===== config.mk =====
export PLATFORM = sky130hd
export DESIGN_NAME = rdd_top
export DESIGN_NICKNAME = d
export VERILOG_FILES = /design/src/rtl/rdd_pkg.sv /design/src/rtl/rdd_descrambler.sv /design/src/rtl/rdd_top.sv
export SDC_FILE = /design/constraint.sdc
export NUM_CORES = 1
export LEC_CHECK = 0
export ABC_AREA = 1
export BUFFER_PORTS_ARGS = -buffer_cell sky130_fd_sc_hd__buf_2
export CORE_MARGIN = 5
export CORE_UTILIZATION = 46
export DETAILED_ROUTE_END_ITERATION = 16
export GPL_TIMING_DRIVEN = 0
export PLACE_DENSITY_LB_ADDON = 0.3
export RECOVER_POWER = 100
export SLEW_MARGIN = 20
export SYNTH_ARGS = -nofsm -noshare
export SYNTH_HDL_FRONTEND = slang
export SYNTH_SLANG_ARGS = --single-unit

===== constraint.sdc =====
create_clock -name aclk -period 16.1 [get_ports aclk]
set_input_delay 0.805 -clock aclk [delete_from_list [all_inputs] [get_ports aclk]]
set_output_delay 0.805 -clock aclk [all_outputs]
set_load 0.005 [all_outputs]

===== src/rtl/rdd_pkg.sv =====
// Constants, carriers and state types of the receive descrambler/destuffer
package rdd_pkg;

  // Octet values of the framing
  localparam logic [7:0] RDD_FLAG_OCTET = 8'h7E;
  localparam logic [7:0] RDD_ESC_OCTET = 8'h7D;
  localparam logic [7:0] RDD_ESC_XOR = 8'h20;

  // Descrambler and FCS geometry
  localparam int RDD_SCR_TAP = 43;
  localparam int RDD_LINE_DEPTH = 4;
  localparam logic [2:0] RDD_FCS16_LEN = 3'h2;
  localparam logic [2:0] RDD_FCS32_LEN = 3'h4;

  // Register map, byte addresses
  localparam int RDD_ADDR_W = 8;
  localparam logic [7:0] RDD_CTRL_ADDR = 8'h00;
  localparam logic [7:0] RDD_ISTAT_ADDR = 8'h04;
  localparam logic [7:0] RDD_IMASK_ADDR = 8'h08;
  localparam logic [7:0] RDD_STATUS_ADDR = 8'h0C;
  localparam logic [7:0] RDD_ERRCNT_ADDR = 8'h10;

  // Control fields
  localparam int RDD_CTRL_W = 3;
  localparam int RDD_CTRL_DESCR_BIT = 0;
  localparam int RDD_CTRL_FCS32_BIT = 1;
  localparam int RDD_CTRL_CLEAR_BIT = 2;
  localparam logic [2:0] RDD_CTRL_RESET = 3'h0;

  // Event bits of status and mask
  localparam int RDD_EV_W = 2;
  localparam int RDD_EV_TRANSP_BIT = 0;
  localparam int RDD_EV_ABORT_BIT = 1;

  // AXI responses
  localparam logic [1:0] RDD_RESP_OKAY = 2'h0;
  localparam logic [1:0] RDD_RESP_SLVERR = 2'h2;

  // One processed byte with its markers
  typedef struct packed {
    logic valid;
    logic flag;
    logic fcs;
    logic bad;
    logic [7:0] data;
  } rdd_byte_type;

  // Descrambler state
  typedef struct packed {
    logic [RDD_SCR_TAP-1:0] hist;
    logic out_valid;
    logic [7:0] out_byte;
  } rdd_dsc_state_type;

  // Top-level state
  typedef struct packed {
    logic [7:0] sync1_byte;
    logic [7:0] sync2_byte;
    logic sync1_stb;
    logic sync2_stb;
    logic esc;
    logic frame_err;
    rdd_byte_type [RDD_LINE_DEPTH-1:0] line;
    rdd_byte_type out;
    logic [RDD_CTRL_W-1:0] ctrl;
    logic [RDD_EV_W-1:0] istat;
    logic [RDD_EV_W-1:0] imask;
    logic [15:0] errcnt;
    logic irq;
    logic aw_rdy;
    logic [RDD_ADDR_W-1:0] aw_addr;
    logic w_rdy;
    logic [31:0] w_data;
    logic [3:0] w_strb;
    logic bvalid;
    logic [1:0] bresp;
    logic ar_rdy;
    logic rvalid;
    logic [31:0] rdata;
    logic [1:0] rresp;
  } rdd_state_type;

  localparam rdd_state_type RDD_STATE_RESET = '{
    aw_rdy: 1'b1,
    w_rdy: 1'b1,
    ar_rdy: 1'b1,
    default: '0
  };

endpackage : rdd_pkg


===== src/rtl/rdd_descrambler.sv =====
// Self-synchronising x^43+1 byte descrambler
`timescale 1ns/1ps
module rdd_descrambler
  import rdd_pkg::*;
(
  input wire logic aclk,
  input wire logic aresetn,
  input wire logic hard_reset,
  input wire logic clear,
  input wire logic enable,
  input wire logic in_valid,
  input wire logic [7:0] in_byte,
  output logic out_valid,
  output logic [7:0] out_byte
);

  rdd_dsc_state_type s_q;
  rdd_dsc_state_type s_d;

  ////////////////////////////////////////////////////////////////////////////
  always_comb begin
    logic [RDD_SCR_TAP-1:0] h;
    logic b;
    h = s_q.hist;
    b = 1'b0;
    s_d = s_q;
    s_d.out_valid = in_valid;
    if (in_valid) begin
      // MSB first; history holds received bits
      for (int i = 7; i >= 0; i--) begin
        b = in_byte[i];
        s_d.out_byte[i] = enable ? (b ^ h[RDD_SCR_TAP-1]) : b;
        h = {h[RDD_SCR_TAP-2:0], b};
      end
      s_d.hist = h;
    end
    if (clear) begin
      s_d = '0;
    end
  end

  ////////////////////////////////////////////////////////////////////////////
  always_ff @(posedge aclk or posedge hard_reset) begin
    if (hard_reset) begin
      s_q <= '0;
    end else if (!aresetn) begin
      s_q <= '0;
    end else begin
      s_q <= s_d;
    end
  end

  assign out_valid = s_q.out_valid;
  assign out_byte = s_q.out_byte;

endmodule : rdd_descrambler


===== src/rtl/rdd_top.sv =====
// Receive front end: descramble, destuff, flag and FCS tagging, AXI regs
//
// Contract
// - A PHY byte is taken only on a clock where its valid strobe is high.
// - Every PHY byte passes the descrambler before any other processing.
// - The descrambler implements the polynomial x^43 + 1.
// - Descrambling happens only while descramble_on is high, else bypass.
// - Each escape octet is deleted and the next byte, unless a flag or escape, is XORed to restore it.
// - Transparency errors in the escape sequence are detected and reported.
// - A frame ending in escape then closing flag is flagged as erroneous.
// - FCS bytes are located and marked with an extra identification bit.
// - Output bytes carry a valid qualifier plus flag and FCS marker bits.
// - The active-high hardware reset clears state asynchronously.
// - While the synchronous clear is high the block returns to idle.
`timescale 1ns/1ps
module rdd_top
  import rdd_pkg::*;
(
  input wire logic aclk,
  input wire logic aresetn,
  input wire logic hard_reset,
  input wire logic [7:0] phy_rx_byte,
  input wire logic phy_rx_strobe,
  input wire logic [RDD_ADDR_W-1:0] s_axi_awaddr,
  input wire logic s_axi_awvalid,
  output logic s_axi_awready,
  input wire logic [31:0] s_axi_wdata,
  input wire logic [3:0] s_axi_wstrb,
  input wire logic s_axi_wvalid,
  output logic s_axi_wready,
  output logic [1:0] s_axi_bresp,
  output logic s_axi_bvalid,
  input wire logic s_axi_bready,
  input wire logic [RDD_ADDR_W-1:0] s_axi_araddr,
  input wire logic s_axi_arvalid,
  output logic s_axi_arready,
  output logic [31:0] s_axi_rdata,
  output logic [1:0] s_axi_rresp,
  output logic s_axi_rvalid,
  input wire logic s_axi_rready,
  output rdd_byte_type rx_out,
  output logic irq
);

  rdd_state_type s_q;
  rdd_state_type s_d;
  logic dsc_valid;
  logic [7:0] dsc_byte;
  logic descramble_on;
  logic sync_clear;

  assign descramble_on = s_q.ctrl[RDD_CTRL_DESCR_BIT];
  assign sync_clear = s_q.ctrl[RDD_CTRL_CLEAR_BIT];

  ////////////////////////////////////////////////////////////////////////////
  // Descrambler sees the synchronised PHY byte first
  rdd_descrambler u_descrambler (
    .aclk(aclk),
    .aresetn(aresetn),
    .hard_reset(hard_reset),
    .clear(sync_clear),
    .enable(descramble_on),
    .in_valid(s_q.sync2_stb),
    .in_byte(s_q.sync2_byte),
    .out_valid(dsc_valid),
    .out_byte(dsc_byte)
  );

  ////////////////////////////////////////////////////////////////////////////
  always_comb begin
    rdd_byte_type new_ent;
    rdd_byte_type [RDD_LINE_DEPTH-1:0] line_m;
    logic push;
    logic blocked;
    logic [2:0] fcs_len;
    logic [RDD_EV_W-1:0] ev;
    logic [RDD_EV_W-1:0] w1c;
    logic [31:0] rd;
    logic [1:0] rr;
    new_ent = '0;
    line_m = s_q.line;
    push = 1'b0;
    blocked = 1'b0;
    fcs_len = s_q.ctrl[RDD_CTRL_FCS32_BIT] ? RDD_FCS32_LEN : RDD_FCS16_LEN;
    ev = '0;
    w1c = '0;
    rd = 32'h0;
    rr = RDD_RESP_OKAY;
    s_d = s_q;

    // Pin synchroniser; strobe travels with its byte
    s_d.sync1_byte = phy_rx_byte;
    s_d.sync1_stb = phy_rx_strobe;
    s_d.sync2_byte = s_q.sync1_byte;
    s_d.sync2_stb = s_q.sync1_stb;
    s_d.out.valid = 1'b0;

    // Escape removal and error detection
    if (dsc_valid) begin
      if (s_q.esc) begin
        s_d.esc = 1'b0;
        if (dsc_byte == RDD_FLAG_OCTET) begin
          // Escape then flag closes a broken frame
          ev[RDD_EV_ABORT_BIT] = 1'b1;
          new_ent.flag = 1'b1;
          new_ent.bad = 1'b1;
          new_ent.data = dsc_byte;
          s_d.frame_err = 1'b0;
          push = 1'b1;
        end else if (dsc_byte == RDD_ESC_OCTET) begin
          // Double escape: drop first, keep second pending
          ev[RDD_EV_TRANSP_BIT] = 1'b1;
          s_d.frame_err = 1'b1;
          s_d.esc = 1'b1;
        end else begin
          new_ent.data = dsc_byte ^ RDD_ESC_XOR;
          push = 1'b1;
        end
      end else if (dsc_byte == RDD_ESC_OCTET) begin
        s_d.esc = 1'b1;
      end else if (dsc_byte == RDD_FLAG_OCTET) begin
        new_ent.flag = 1'b1;
        new_ent.bad = s_q.frame_err;
        new_ent.data = dsc_byte;
        s_d.frame_err = 1'b0;
        push = 1'b1;
      end else begin
        new_ent.data = dsc_byte;
        push = 1'b1;
      end
    end

    // Delay line: a flag marks the bytes just ahead of it as FCS
    if (push) begin
      new_ent.valid = 1'b1;
      if (new_ent.flag) begin
        for (int i = 0; i < RDD_LINE_DEPTH; i++) begin
          if (line_m[i].valid && line_m[i].flag) begin
            blocked = 1'b1;
          end
          if (!blocked && line_m[i].valid && (i < int'(fcs_len))) begin
            line_m[i].fcs = 1'b1;
          end
        end
      end
      s_d.out = line_m[RDD_LINE_DEPTH-1];
      s_d.line = {line_m[RDD_LINE_DEPTH-2:0], new_ent};
    end

    if (|ev) begin
      s_d.errcnt = s_q.errcnt + 16'h1;
    end

    // AXI write: address and data taken in either order
    if (s_q.aw_rdy && s_axi_awvalid) begin
      s_d.aw_rdy = 1'b0;
      s_d.aw_addr = s_axi_awaddr;
    end
    if (s_q.w_rdy && s_axi_wvalid) begin
      s_d.w_rdy = 1'b0;
      s_d.w_data = s_axi_wdata;
      s_d.w_strb = s_axi_wstrb;
    end
    if (s_q.bvalid && s_axi_bready) begin
      s_d.bvalid = 1'b0;
    end
    if (!s_q.aw_rdy && !s_q.w_rdy && !s_q.bvalid) begin
      s_d.bvalid = 1'b1;
      s_d.aw_rdy = 1'b1;
      s_d.w_rdy = 1'b1;
      s_d.bresp = RDD_RESP_OKAY;
      case (s_q.aw_addr)
        RDD_CTRL_ADDR: begin
          if (s_q.w_strb[0]) begin
            s_d.ctrl = s_q.w_data[RDD_CTRL_W-1:0];
          end
        end
        RDD_ISTAT_ADDR: begin
          if (s_q.w_strb[0]) begin
            w1c = s_q.w_data[RDD_EV_W-1:0];
          end
        end
        RDD_IMASK_ADDR: begin
          if (s_q.w_strb[0]) begin
            s_d.imask = s_q.w_data[RDD_EV_W-1:0];
          end
        end
        RDD_STATUS_ADDR, RDD_ERRCNT_ADDR: begin
          s_d.bresp = RDD_RESP_OKAY;
        end
        default: begin
          s_d.bresp = RDD_RESP_SLVERR;
        end
      endcase
    end

    // Set wins over write-one-to-clear
    s_d.istat = (s_q.istat & ~w1c) | ev;

    // AXI read
    case (s_axi_araddr)
      RDD_CTRL_ADDR: rd = {29'h0, s_q.ctrl};
      RDD_ISTAT_ADDR: rd = {30'h0, s_q.istat};
      RDD_IMASK_ADDR: rd = {30'h0, s_q.imask};
      RDD_STATUS_ADDR: rd = {30'h0, s_q.frame_err, s_q.esc};
      RDD_ERRCNT_ADDR: rd = {16'h0, s_q.errcnt};
      default: rr = RDD_RESP_SLVERR;
    endcase
    if (s_q.rvalid && s_axi_rready) begin
      s_d.rvalid = 1'b0;
      s_d.ar_rdy = 1'b1;
    end
    if (s_q.ar_rdy && s_axi_arvalid) begin
      s_d.ar_rdy = 1'b0;
      s_d.rvalid = 1'b1;
      s_d.rdata = rd;
      s_d.rresp = rr;
    end

    // Synchronous clear returns the datapath to idle
    if (sync_clear) begin
      s_d.sync1_byte = 8'h00;
      s_d.sync2_byte = 8'h00;
      s_d.sync1_stb = 1'b0;
      s_d.sync2_stb = 1'b0;
      s_d.esc = 1'b0;
      s_d.frame_err = 1'b0;
      s_d.line = '0;
      s_d.out = '0;
    end

    s_d.irq = |(s_d.istat & s_d.imask);
  end

  ////////////////////////////////////////////////////////////////////////////
  always_ff @(posedge aclk or posedge hard_reset) begin
    if (hard_reset) begin
      s_q <= RDD_STATE_RESET;
    end else if (!aresetn) begin
      s_q <= RDD_STATE_RESET;
    end else begin
      s_q <= s_d;
    end
  end

  ////////////////////////////////////////////////////////////////////////////
  assign s_axi_awready = s_q.aw_rdy;
  assign s_axi_wready = s_q.w_rdy;
  assign s_axi_bvalid = s_q.bvalid;
  assign s_axi_bresp = s_q.bresp;
  assign s_axi_arready = s_q.ar_rdy;
  assign s_axi_rvalid = s_q.rvalid;
  assign s_axi_rdata = s_q.rdata;
  assign s_axi_rresp = s_q.rresp;
  assign rx_out = s_q.out;
  assign irq = s_q.irq;

endmodule : rdd_top


==> flow_metrics.tcl <==
set metrics [dict create \
    fp.dieW_um 145.5 \
    port_buffers 71 \
    finalCritPeriodShare_pct 33.00 \
    dieArea_sq_um 21180 \
    synth_top_cell_by_area "dfrtp_1" \
    netlist.area_leader.share_pct 55.37 \
    violations "capacitance limit, slew limit" \
    grtUsageTotal_pct 17.64 \
    critPathKind "primary input to async pin" \
    drtAntennaViolNets 0 \
    switching_share_pct 24.86 \
    grt_pass1_vias 6394 \
    fillers 1686 \
    drt_iter0_markers 518 \
    p_seq_share_pct 51.4 \
    tns_ns 0 \
    gr-total-overflow 0 \
    synth_edf_count 0 \
    cts_inserted_buffers 17 \
    cts_tree "done" \
    place_congestion 0.8910 \
    hpwl_um 13260 \
    finalHoldViolCount 0 \
    cp.required_ns 15.61 \
    power_switching_uw 236.0 \
    grt_pass1_wl_um 31000 \
    rsz0062_at_grt "no" \
    p_per_area_nw_per_um2 98.58 \
    ff2ff_setup_slack_ns 13.28 \
    drc_errors 0 \
    final_cell_mix "dfrtp_1 (187), inv_1 (159), nand2_1 (147)" \
    slew_viol_final 82 \
    worst_slew_pin_slew_ns 4.363 \
    clock-sinks 190 \
    hold_depth 2 \
    crit_path_max_fanout 82 \
    netlist_area_sq_um 8451 \
    status "complete, but fails checks" \
    ys_seq_area_share_pct 56.31 \
    cp-end-kind "async pin" \
    internal_power_uw 713.4 \
    cts_root_buf "clkbuf_16" \
    routed-via-count 6492 \
    ios 123 \
    p_leak_nw 4.546 \
    grt_max_degree 83 \
    fin_cells 1291 \
    max_slew_margin_pct -190.9 \
    floorplan.initialDensity_pct 46.88 \
    synthDistinctLibCells 33 \
    avgSynthCellArea_sq_um 8.990 \
    reg2reg_to "u_descrambler.s_q[13]" \
    power.clock.fraction_pct 42.6 \
    max_freq_ghz 0.1882 \
    antenna_found_initial 1 \
    wire_per_inst_um 14.07 \
    comb_power_share_pct 6.1 \
    dr.pass1.iters 5 \
    rows 49 \
    final_common_cell "dfrtp_1" \
    postSynthCellCount 940 \
    area_growth_pct 13.96 \
    synthArstFlopShare_pct 100.0 \
    yosysWarnings 0 \
    synthFlopType "dfrtp_1" \
    hold_buffers 0 \
    nets 1119 \
    drive_above_1_share_pct 14.22 \
    post-place-cells 1259 \
    fin_skew_ns 0.008983 \
    clk_path_buf_depth 2 \
    hold_class "flip-flop to flip-flop" \
    clk_pin_slew_worst_paths_ns 0.07 \
    cts_resized 0 \
    setup_viol 0 \
    peakVddDrop_uv 85.75 \
    critPathLaunchType "primary input" \
    cp.arrival_ns 4.83 \
    synth-seq-cells 190 \
    cap_violations 1 \
    min_to "s_q[171]" \
    min_period_ns 5.314 \
    die_y_um 145.5 \
    ys_top_cells_by_area "dfrtp_1 (55%), inv_1 (7.0%), nand2_1 (6.4%), o22ai_1 (6.1%), nand3_1 (4.9%)" \
    n_antenna_cell 0 \
    rr_worst_depth 6 \
    wl_um 18170 \
    post_cts_buffers 0 \
    viasPerCell 5.029 \
    r2r-start "s_q[108]" \
    coreArea_sq_um 18020 \
    min_from "s_q[172]" \
    htree_levels 4 \
    clk_latency_ns 0.43 \
]
routing by layer:
layer  up-vias  global-route usage, %  part of all wire (%)
li1       3226                      -                     -
met1      3051                  25.16                    46
met2       189                  27.12                    47
met3        24                  4.142                   5.5
met4         2                  5.084                   1.3
met5         -                      0                 0.072
flip-flops by register name, summed over array words and instances, names as in the netlist:
| signal | flops |
|---|---|
| descramble_on | 1 |
| irq | 1 |
| rx_out | 12 |
| s_axi_arready | 1 |
| s_axi_awready | 1 |
| s_axi_bresp | 1 |
| s_axi_bvalid | 1 |
| s_axi_rdata | 16 |
| s_axi_rresp | 1 |
| s_axi_rvalid | 1 |
| s_axi_wready | 1 |
| s_q | 101 |
| u_descrambler.out_byte | 8 |
| u_descrambler.out_valid | 1 |
| u_descrambler.s_q | 43 |
worst max-delay path, stage by stage:
cell and delay, ns:
buf_2 0.10, clkinvlp_2 0.72, clkbuf_1 3.11
stage by stage:
stage          hold slack [ns]  utilization, %  area, sq um  setup WS (ns)  power (mW)
6_report                0.4767           53.43         9630          10.79      0.9494
5_1_grt                 0.4903           53.43         9630          9.695      0.9874
4_1_cts                 0.3131           54.30         9788          14.17      0.9617
3_5_place_dp            0.4629           51.15         9219          13.97      0.5585
3_3_place_gp            0.4578           50.80         9156          8.086      0.5562
2_1_floorplan           0.4492               -         8514          10.13      0.5372
power groups by stage:
| stage | combinational (mW) | clock (mW) | sequential [mW] |
|---|---|---|---|
| 4_1_cts | 0.0614 | 0.412 | 0.488 |
| 5_1_grt | 0.0663 | 0.433 | 0.488 |
| 3_5_place_dp | 0.0614 | 0 | 0.497 |
| 2_1_floorplan | 0.0408 | 0 | 0.496 |
| 6_report | 0.0576 | 0.404 | 0.488 |
| 3_3_place_gp | 0.0589 | 0 | 0.497 |
cells by family (layout without fill, tap and decap cells):
family          after synthesis  count (layout)  share of synthesized area, %
fa+ha+maj                     1               1                        0.1480
simple gates                329             329                         17.55
other cells                   1              18                       0.04438
compound gates              174             174                         11.95
buf+inv                     245             350                         14.01
flops                       190             190                         56.31
worst max path at each step:
stage                       from                    end  depth (start not counted)
floorplan             hard_reset          descramble_on                          1
global placement      hard_reset              rx_out[8]                          2
detailed placement       aresetn  u_descrambler.s_q[13]                          8
CTS                 s_axi_wready           s_axi_wready                          1
global route          hard_reset                s_q[87]                          3
finish                hard_reset                s_q[87]                          3
cells in the mapped netlist (2+ instances only):
cell      instances
buf_2             9
nor2_1           65
buf_6             9
dfstp_2           3
clkbuf_1          8
inv_2             4
dfrtp_1         187
nor2_8            2
o22ai_1          82
nand4_1          18
o21ai_0          64
nand2_4           2
buf_4            49
nand2_1         145
nor3_1            4
o31ai_1          13
a21oi_1          13
nand2_2           2
nand3_2           3
nand3_1          83
inv_1           157
buf_1             7
cell type report:
class                      count  area [sq um]  area share (%)
timing repair buffer          73         370.4           3.846
buffer                        83         523.0           5.431
clock inverter                13         116.4           1.208
tap                          229         286.5           2.975
clock buffer                  19         452.9           4.703
inverter                     162         609.3           6.327
sequential                   190          4758           49.41
multi-input combinational    522          2514           26.10
No activity file was read; power rests on OpenSTA's default activity.
